[config.mk]
export PLATFORM = sky130hd
export DESIGN_NAME = sbma_arbiter
export DESIGN_NICKNAME = d
export VERILOG_FILES = /design/src/sbma_arbiter.v
export VERILOG_INCLUDE_DIRS = /design/src
export SDC_FILE = /design/constraint.sdc
export NUM_CORES = 1
export LEC_CHECK = 0
export BUFFER_PORTS_ARGS = -buffer_cell sky130_fd_sc_hd__buf_2
export CAP_MARGIN = 40
export CELL_PAD_IN_SITES_DETAIL_PLACEMENT = 0
export CELL_PAD_IN_SITES_GLOBAL_PLACEMENT = 2
export CORE_MARGIN = 5
export CORE_UTILIZATION = 28
export DETAILED_ROUTE_END_ITERATION = 10
export PLACE_DENSITY = 0.84
export SLEW_MARGIN = 10
export SYNTH_ARGS = -nofsm -noshare
export SYNTH_HDL_FRONTEND = slang
export SYNTH_SLANG_ARGS = --single-unit
[constraint.sdc]
create_clock -name ref_clk_i -period 3.95 [get_ports ref_clk_i]
set_clock_uncertainty 0.15 [all_clocks]
set_input_delay 0.395 -clock ref_clk_i [delete_from_list [all_inputs] [get_ports ref_clk_i]]
set_output_delay 0.395 -clock ref_clk_i [all_outputs]
set_load 0.005 [all_outputs]
[src/sbma_defs.vh]
// Constants for the system bus mastership arbiter.
// Assumes one 100 MHz interface clock; handshakes active low.
// How it works
// - Request asserted; processor releases by deasserting master
// - Master state returns when external request completes
// - Processor releases bus itself after read issue
// - After uncompelled release, resume after next request
// - Each valid strobe cycle marks new word
// - One idle cycle between outgoing and incoming driver
// - Command accepted only if accept held two cycles
// - Accept dropped in command cycle kills command
// - Agent waits for release, keeps bus while requesting
// - Grant after at most one further processor request
// - Pending read holds slave until end-of-data response, unless an agent request rises and drops first
// - Agent keeps bus after end-of-data only by requesting
// - Processor drives bus two cycles after request drops
// - Processor accepts agent traffic, never stalls it
// - Slave processor needing bus waits for request drop
// - Either reset makes processor bus master
// - Exactly one master; tri-state only at handover
// - Outputs registered, inputs captured on rising edge
// - Command top bit: 0 address, 1 data
`ifndef SBMA_DEFS_VH
`define SBMA_DEFS_VH
`define SBMA_AD_W 32
`define SBMA_CMD_W 5
`define SBMA_CMD_DATA_BIT 4
`define SBMA_EOD_BIT 3
`define SBMA_READ_CODE 4'h0
`define SBMA_WRITE_CODE 4'h8
`endif

[src/sbma_arbiter.v]
// Bus mastership arbiter for the processor end of the shared system bus.
// Assumes the external agent keeps its side of the handshake; bus pins
// are split into in/out/enable and resolved outside.
`include "sbma_defs.vh"

module sbma_arbiter #(
   parameter AD_W = `SBMA_AD_W,
   parameter CMD_W = `SBMA_CMD_W
) (
   // Clock and reset
   input wire ref_clk_i,
   input wire reset_i,
   input wire warm_reset_n_i,
   input wire cold_reset_n_i,
   // Processor core request side
   input wire req_valid_i,
   input wire [AD_W-1:0] req_addr_i,
   input wire [CMD_W-2:0] req_cmd_i,
   input wire req_is_read_i,
   input wire wdata_valid_i,
   input wire [AD_W-1:0] wdata_i,
   input wire wdata_last_i,
   output reg req_done_o,
   output reg req_killed_o,
   // Received words from the agent
   output reg rx_valid_o,
   output reg [AD_W-1:0] rx_ad_o,
   output reg [CMD_W-1:0] rx_cmd_o,
   output reg read_pending_o,
   // Handshake pins, active low
   input wire ext_bus_request_n_i,
   input wire ext_valid_n_i,
   input wire ext_accept_n_i,
   output reg proc_master_n_o,
   output reg proc_valid_n_o,
   // Shared buses
   input wire [AD_W-1:0] sys_addr_data_bus_i,
   output reg [AD_W-1:0] sys_addr_data_bus_o,
   output reg sys_addr_data_bus_oe_o,
   input wire [CMD_W-1:0] sys_command_bus_i,
   output reg [CMD_W-1:0] sys_command_bus_o,
   output reg sys_command_bus_oe_o
);

   // --------------------------------------------------------------
   // States
   // --------------------------------------------------------------
   localparam [4:0] S_MASTER = 5'h01;
   localparam [4:0] S_WDATA = 5'h02;
   localparam [4:0] S_REL = 5'h04;
   localparam [4:0] S_SLAVE = 5'h08;
   localparam [4:0] S_RET = 5'h10;

   // --------------------------------------------------------------
   // Input capture
   // --------------------------------------------------------------
   // Reset pins are asynchronous: three flops, a change counts once stages 2 and 3 agree.
   // Handshakes and buses come from logic on this clock: one capture flop each, so a
   // single-cycle valid strobe is never filtered away and stays aligned with its word.
   reg [2:0] wrn_s_q, crn_s_q;
   reg ext_bus_request_n_n_q, eval_n_q, eok_n_q, eok_prev_n_q, rst_n_q;
   reg [AD_W-1:0] ad_in_q;
   reg [CMD_W-1:0] cmd_in_q;

   always @(posedge ref_clk_i or posedge reset_i) begin
      if (reset_i) begin
         wrn_s_q <= 3'h7;
         crn_s_q <= 3'h7;
         ext_bus_request_n_n_q <= 1'h1;
         eval_n_q <= 1'h1;
         eok_n_q <= 1'h1;
         eok_prev_n_q <= 1'h1;
         rst_n_q <= 1'h1;
         ad_in_q <= {AD_W{1'b0}};
         cmd_in_q <= {CMD_W{1'b0}};
      end else begin
         wrn_s_q <= {wrn_s_q[1:0], warm_reset_n_i};
         crn_s_q <= {crn_s_q[1:0], cold_reset_n_i};
         ext_bus_request_n_n_q <= ext_bus_request_n_i;
         eval_n_q <= ext_valid_n_i;
         eok_n_q <= ext_accept_n_i;
         eok_prev_n_q <= eok_n_q;
         if (wrn_s_q[1] == wrn_s_q[2] && crn_s_q[1] == crn_s_q[2])
            rst_n_q <= wrn_s_q[2] & crn_s_q[2];
         ad_in_q <= sys_addr_data_bus_i;
         cmd_in_q <= sys_command_bus_i;
      end
   end

   wire ext_bus_request_n = ~ext_bus_request_n_n_q;
   wire eval = ~eval_n_q;
   // Accept must be seen in the cycle before and the command cycle
   wire accept_ok = ~eok_n_q & ~eok_prev_n_q;
   wire eod_in = eval & cmd_in_q[`SBMA_CMD_DATA_BIT] & cmd_in_q[`SBMA_EOD_BIT];

   // --------------------------------------------------------------
   // Mastership state machine
   // --------------------------------------------------------------
   reg [4:0] state_q, state_d;
   reg by_arb_q, by_arb_d;
   reg rd_pend_q, rd_pend_d;
   reg one_req_q, one_req_d;
   reg issue_d, kill_d, done_d;

   always @* begin
      state_d = state_q;
      by_arb_d = by_arb_q;
      rd_pend_d = rd_pend_q;
      one_req_d = one_req_q;
      issue_d = 1'b0;
      kill_d = 1'b0;
      done_d = 1'b0;
      case (state_q)
         S_MASTER: begin
            // Grant when idle, once one request has gone out while the agent requests, or at once
            // if the agent holds accept off
            if (ext_bus_request_n && (one_req_q || eok_n_q || !req_valid_i)) begin
               state_d = S_REL;
               by_arb_d = 1'b1;
            end else if (req_valid_i) begin
               issue_d = 1'b1;
               if (ext_bus_request_n) one_req_d = 1'b1;
               if (accept_ok) begin
                  done_d = 1'b1;
                  if (req_is_read_i) begin
                     // Release in the cycle after issue
                     rd_pend_d = 1'b1;
                     by_arb_d = 1'b0;
                     state_d = S_REL;
                  end else begin
                     state_d = S_WDATA;
                  end
               end else begin
                  kill_d = 1'b1;
               end
            end
         end
         S_WDATA: if (wdata_valid_i && wdata_last_i) state_d = S_MASTER;
         S_REL: state_d = S_SLAVE;
         S_SLAVE: begin
            if (eod_in) rd_pend_d = 1'b0;
            if (by_arb_q) begin
               if (!ext_bus_request_n) state_d = S_RET;
            end else if (eval && cmd_in_q[`SBMA_CMD_DATA_BIT]
                         && cmd_in_q[`SBMA_EOD_BIT]) begin
               // End of the next external request; requesting agent keeps bus
               if (ext_bus_request_n) by_arb_d = 1'b1;
               else state_d = S_RET;
            end else if (ext_bus_request_n) begin
               by_arb_d = 1'b1;
            end
         end
         S_RET: begin
            state_d = S_MASTER;
            by_arb_d = 1'b0;
            one_req_d = 1'b0;
         end
         default: state_d = S_MASTER;
      endcase
   end

   // --------------------------------------------------------------
   // Registered state and pins
   // --------------------------------------------------------------
   always @(posedge ref_clk_i or posedge reset_i) begin
      if (reset_i) begin
         state_q <= S_MASTER;
         by_arb_q <= 1'b0;
         rd_pend_q <= 1'b0;
         one_req_q <= 1'b0;
         proc_master_n_o <= 1'b0;
         proc_valid_n_o <= 1'b1;
         sys_addr_data_bus_o <= {AD_W{1'b0}};
         sys_addr_data_bus_oe_o <= 1'b1;
         sys_command_bus_o <= {CMD_W{1'b0}};
         sys_command_bus_oe_o <= 1'b1;
         req_done_o <= 1'b0;
         req_killed_o <= 1'b0;
         rx_valid_o <= 1'b0;
         rx_ad_o <= {AD_W{1'b0}};
         rx_cmd_o <= {CMD_W{1'b0}};
         read_pending_o <= 1'b0;
      end else if (!rst_n_q) begin
         // Warm or cold reset pin: take mastership back at once
         state_q <= S_MASTER;
         by_arb_q <= 1'b0;
         rd_pend_q <= 1'b0;
         one_req_q <= 1'b0;
         proc_master_n_o <= 1'b0;
         proc_valid_n_o <= 1'b1;
         sys_addr_data_bus_oe_o <= 1'b1;
         sys_command_bus_oe_o <= 1'b1;
         req_done_o <= 1'b0;
         req_killed_o <= 1'b0;
         rx_valid_o <= 1'b0;
         read_pending_o <= 1'b0;
      end else begin
         state_q <= state_d;
         by_arb_q <= by_arb_d;
         rd_pend_q <= rd_pend_d;
         one_req_q <= one_req_d;
         read_pending_o <= rd_pend_d;
         req_done_o <= done_d;
         req_killed_o <= kill_d;
         // Drivers only on in master states; REL and RET are the idle cycle
         proc_master_n_o <= ~(state_d == S_MASTER || state_d == S_WDATA);
         sys_addr_data_bus_oe_o <= (state_d == S_MASTER || state_d == S_WDATA);
         sys_command_bus_oe_o <= (state_d == S_MASTER || state_d == S_WDATA);
         // Strobe the command word, then write data words
         if (issue_d) begin
            proc_valid_n_o <= 1'b0;
            sys_addr_data_bus_o <= req_addr_i;
            sys_command_bus_o <= {1'b0, req_cmd_i};
         end else if (state_q == S_WDATA && wdata_valid_i) begin
            proc_valid_n_o <= 1'b0;
            sys_addr_data_bus_o <= wdata_i;
            sys_command_bus_o <= {1'b1, wdata_last_i, 3'h0};
         end else begin
            proc_valid_n_o <= 1'b1;
         end
         // Agent words are always taken in S_SLAVE; there is no stall path
         rx_valid_o <= eval && state_q == S_SLAVE;
         rx_ad_o <= ad_in_q;
         rx_cmd_o <= cmd_in_q;
      end
   end

endmodule // sbma_arbiter

; ---- Yosys cells after proc, flatten, opt, wreduce, memory -nomap -nowiden
; Index checks and enable logic that the tools add are counted.
[totals]
elab_cells = 122
n_memories = 0
mem_bits_rw = 0
reg_bits = 136
latch_bits = 0
in_bits = 116
out_inout_bits = 82
mem_bits_ro = 0
[classes]
n_bitwise = 9
magnitude_cmp = 0
add_sub_neg = 0
n_reduce_logical = 16
eq_ne = 21
n_div = 0
n_mux = 53
shift = 0
multipliers = 0
[op_table]
columns = operator, n
row1 = 2-to-1 mux 32 bit, 2
row2 = 2-to-1 mux 5 bit, 10
row3 = 2-to-1 mux 1 bit, 36
row4 = case mux 5 bit (4 select lines), 1
row5 = "!= test 3 bit, second input constant", 6
row6 = "!= test 4 bit, second input constant", 3
row7 = "equality test 5 x 1 -> 1 bit, second input constant", 2
row8 = "equality test 5 x 2 -> 1 bit, second input constant", 2
row9 = AND reduction 4 bit, 2
row10 = logical AND 1 bit, 7
row11 = "!= test 3 x 1 -> 1 bit, second input constant", 2
row12 = AND reduction 6 bit, 1
row13 = "equality test 5 x 3 -> 1 bit, second input constant", 1
row14 = "equality test 5 x 4 -> 1 bit, second input constant", 1
row15 = "equality test 5 bit, second input constant", 1
row16 = inverter 1 bit, 5
row17 = AND 1 bit, 4
row18 = "!= test 4 x 1 -> 1 bit, second input constant", 1
row19 = case mux 1 bit (2 select lines), 2
row20 = logical OR 1 bit, 3
row21 = 2-to-1 mux 3 bit, 1
row22 = case mux 1 bit (3 select lines), 1
row23 = equality test 1 bit, 2
row24 = AND reduction 2 bit, 1
row25 = other kinds (2), 2

; ---- Longest topological paths before layout
[logic_depth]
ltp_word = 10
ltp_mapped = 7
ltp_nobuf = 4

; ---- Worst setup path before layout
; Ideal clock, no wire load.
[synth_timing]
kind = reg-to-reg
start = register rst_n_q
end = register sys_addr_data_bus_o[10]
path_slack_ns = 2.141
required_ns = 3.727
setup_ns = 0.073
arrival_ns = 1.585
period_less_slack_ns = 1.809
path_stages_with_launch = 8
n_path_buf = 3
path_cell_list = dfstp_2 clkbuf_1 and2_1 o2111ai_4 and2_4 buf_6 buf_8 a21oi_2
[synth_between]
elab_chain_len = 1
[synth_rtl]
columns = item, line
row1 = "start, declared", sbma_arbiter.v:61  ; reg ext_bus_request_n_n_q, eval_n_q, eok_n_q, eok_prev_n_q, rst_n_q;
row2 = "start signal, assigned", sbma_arbiter.v:84  ; rst_n_q <= wrn_s_q[2] & crn_s_q[2];
row3 = AND reduction 2 bit (no line), -
row4 = "end signal, assigned", sbma_arbiter.v:173  ; sys_addr_data_bus_o <= {AD_W{1'b0}};
row5 = "end signal, assigned", sbma_arbiter.v:212  ; sys_addr_data_bus_o <= req_addr_i;
row6 = "end signal, assigned", sbma_arbiter.v:216  ; sys_addr_data_bus_o <= wdata_i;
row7 = "end, declared", sbma_arbiter.v:38  ; output reg [AD_W-1:0] sys_addr_data_bus_o,
; Every way passes these cells.
; A chain may end at the register's enable or synchronous reset.

; ---- Worst setup path in the final report
[layout_timing]
start = register eok_n_q
end = register sys_addr_data_bus_o[27]
[layout_between]
elab_chain_len = 7
word_cells_on_any_way = 8
cone_classes = mux: 3 / reduce/logical: 5
[layout_rtl]
columns = item, line
row1 = "start, declared", sbma_arbiter.v:61
row2 = "start signal, assigned", sbma_arbiter.v:81  ; eok_n_q <= ext_accept_n_i;
row3 = logical OR 1 bit (*) (2 in a row), sbma_arbiter.v:117  ; if (ext_bus_request_n && (one_req_q || eok_n_q || !req_valid_i)) begin
row4 = logical AND 1 bit (*), sbma_arbiter.v:117
row5 = 2-to-1 mux 1 bit (*), sbma_arbiter.v:117
row6 = 2-to-1 mux 1 bit (*), sbma_arbiter.v:113  ; case (state_q)
row7 = nonzero test 2 bit (no line), -
row8 = AND reduction 2 bit (no line), -
; Every way passes the cells marked *; elsewhere a longest branch is shown, timed or not.

==> metrics.cfg <==
[yosys]
netlist_area_um2 = 5140
yosysUniqueCellTypes = 47
synth_top_area_share_pct = 59.4
synth_ff_type = dfrtp_1
syn_nets = 497
synth-edff-count = 0
async_flop_share_pct = 100
ys_seq_area_share_pct = 66.6
synth_most_common_cell = dfrtp_1
ys_seq_elements = 136
synthTopCellsByCount = dfrtp_1 (122), inv_1 (44), mux2_2 (37), o22ai_1 (33), a21oi_2 (29)
synth_area_per_cell_um2 = 13.5
synthCells = 381
synth_largest_area_cell = dfrtp_1
ys_top_cells_by_area = dfrtp_1 (59%), mux2_2 (8.1%), dfstp_2 (7.2%)
ys_warn_count = 0

[timing]
holdWs_ns = 0.108
hold_viol = 0
max_clock_freq_mhz = 428
setup_tns_ns = 0
period_share_pct = 59.2
worst_pin_slew_ns = 0.568
fin_ws_ns = 1.61
finalSetupViolations = 0
rsz0062_at_grt = false
drv_slew = 0
layout_min_cycle_time_ns = 2.34
relSlewSlack_pct = 62.1

[critical_path]
endpoint = sys_addr_data_bus_o[27]$_DFFE_PP0P_
worstSetupEndpointType = flop
cp.required_ns = 4.07
worstPathArrival_ns = 2.46
crit-reg2reg-launch = eok_n_q$_DFF_PP1_
cp_num_cells = 5
path_cells = nor3b_4 > o2111ai_4 > buf_4 > and2_4 > a21oi_1
cp_top_family = simple AND/OR/NAND/NOR gates
critPathKind = reg2reg
critPathSlowestCell = dfstp_2
max_stage_delay_ns = 0.60
crit_fanout = 43
r2r_cells = 5
r2r-end = sys_addr_data_bus_o[27]$_DFFE_PP0P_
start_kind = flop
path_buf_inv = 1
rrSetupSlack_ns = 1.61
crit_start = eok_n_q$_DFF_PP1_

[global_route]
antenna_found_initial = 0
grt_overflow = 0
grt_usage_pct = 12.4
grt_pass1_wl_um = 21400
first_global_vias = 4300
grt_max_degree = 54

[cts]
insertion_delay_ns = 0.41
cts_num_sinks = 136
cts_tree = done
path_clk_slew_ns = 0.06
post-cts-setup-buffer-count = 0
holdBufCountCts = 43
cts_resized = 0
cts.htree.levels = 4
cts_buffer_depth = 2
numCtsBuffers = 17
cts-root-buf = clkbuf_16

[detailed_routing]
drc = 0
routed_via_density = 4.38
drtAntennaViolNets = 0
dr.pass1.iters = 4
finalWirelength_um = 12800
vias = 3795
routedWlPerCell_um = 14.8
drtIter0Drc = 118

[finish]
final_cell_area_um2 = 7340
n_antenna_cell = 0
final_nets = 741
area_growth_pct = 42.8
drive_gt1_share_pct = 50.0
nFillCells = 1739

[die]
die_h_um = 145
coreArea_um2 = 18000
dieArea_um2 = 21200
io_pins = 198
rows = 49
die_w_um = 145
start_util_pct = 28.5

[placed_design]
place_congestion = 0.797
port_buffers = 197
placed_area_um2 = 6330
pre_cts_ws_ns = 1.60
dp.final_hpwl_um = 9300

[power_and_ir_drop]
powerDensity_nw_per_um2 = 616
power.leakage_nw = 3.50
max-vdd-ir-drop_uv = 332

[flow_run]
cap_violations = 0

[status]
outcome = complete, no violations

[hold_path]
hp-class = in2reg

power breakdown:
part           switching, W  internal [W]  total, W  leakage [nW]
registers          0.000185       0.00176   0.00195          1.57
clock network      0.000580      0.000919   0.00150         0.262
logic              0.000500      0.000570   0.00107          1.67
total               0.00127       0.00325   0.00452          3.50
per-stage QoR:
stage	total power, W	utilization (%)	cells
finish	0.00452	40.7	867
CTS	0.00461	40.7	867
global placement	0.00300	35.1	792
floorplan	0.00250	-	381
global route	0.00480	40.7	867
detailed placement	0.00304	35.1	792
registers in the layout, summed over array words and instances (netlist names), 3 cells and up:
signal / flops
sys_command_bus_o: 5
rx_cmd_o: 5
crn_s_q: 3
wrn_s_q: 3
ad_in_q: 32
cmd_in_q: 5
state_q: 5
sys_addr_data_bus_o: 32
rx_ad_o: 32
final cells by class:
type	count	area (um^2)	share of cell area, %
Clock inverter	9	93.8	1.28
Inverter	44	169	2.30
Timing Repair Buffer	246	1470	20.1
Multi-Input combinational cell	180	1410	19.3
Clock buffer	23	478	6.52
Tap cell	229	287	3.91
Sequential cell	136	3420	46.6
cell usage in the layout (no fill, tap or decap), types with 3 or more instances in the layout:
cell,Yosys,layout
clkbuf_1,11,3
and2_1,3,3
clkinvlp_4,0,6
dfrtp_1,122,122
o21ai_0,7,7
inv_1,44,43
nor2_1,9,9
clkbuf_16,0,17
dfstp_2,14,14
clkbuf_8,0,3
nand2_1,6,6
buf_4,2,5
buf_2,2,197
a21oi_2,29,29
nand3_1,9,9
dlygate4sd3_1,0,43
mux2_2,37,37
xor2_1,3,3
a21oi_1,10,10
o22ai_1,33,33
cells by family (layout without fill, tap and decap cells):
group	after synthesis	after routing	synth area share (%)
AOI/OAI and AO/OA	97	97	13.8
xor gates and xnor gates	3	3	0.512
buffers and inverters	65	322	5.89
DFF	136	136	66.6
muxes	37	37	8.11
and+or+nand+nor	43	43	5.07
worst min-delay path by stage:
stage	from	endpoint	slack (ns)	cells after the start
after global placement	wrn_s_q[0]$_DFF_PP1_	wrn_s_q[1]$_DFF_PP1_	0.20	0
after CTS	req_cmd_i[2]	sys_command_bus_o[2]$_DFFE_PP0P_	0.08	3
after floorplan	crn_s_q[0]$_DFF_PP1_	crn_s_q[1]$_DFF_PP1_	0.20	0
final	wdata_i[22]	sys_addr_data_bus_o[22]$_DFFE_PP0P_	0.11	3
after global routing	wdata_i[22]	sys_addr_data_bus_o[22]$_DFFE_PP0P_	0.09	3
after detailed placement	crn_s_q[0]$_DFF_PP1_	crn_s_q[1]$_DFF_PP1_	0.20	0
worst register-to-register path, cell delays in order (launching register included):
cell,delay [ns]
dfstp_2,0.60
nor3b_4,0.09
o2111ai_4,0.18
buf_4,0.40
and2_4,0.62
a21oi_1,0.16
metal layers:
layer,vias to the layer above,track usage (%),share of wire (%)
li1,1801,-,-
met1,1864,13.7,38
met2,116,21.7,53
met3,14,4.89,7.3
met4,0,4.52,1.5
met5,-,0,0
Power figures use the tool's default switching activity.
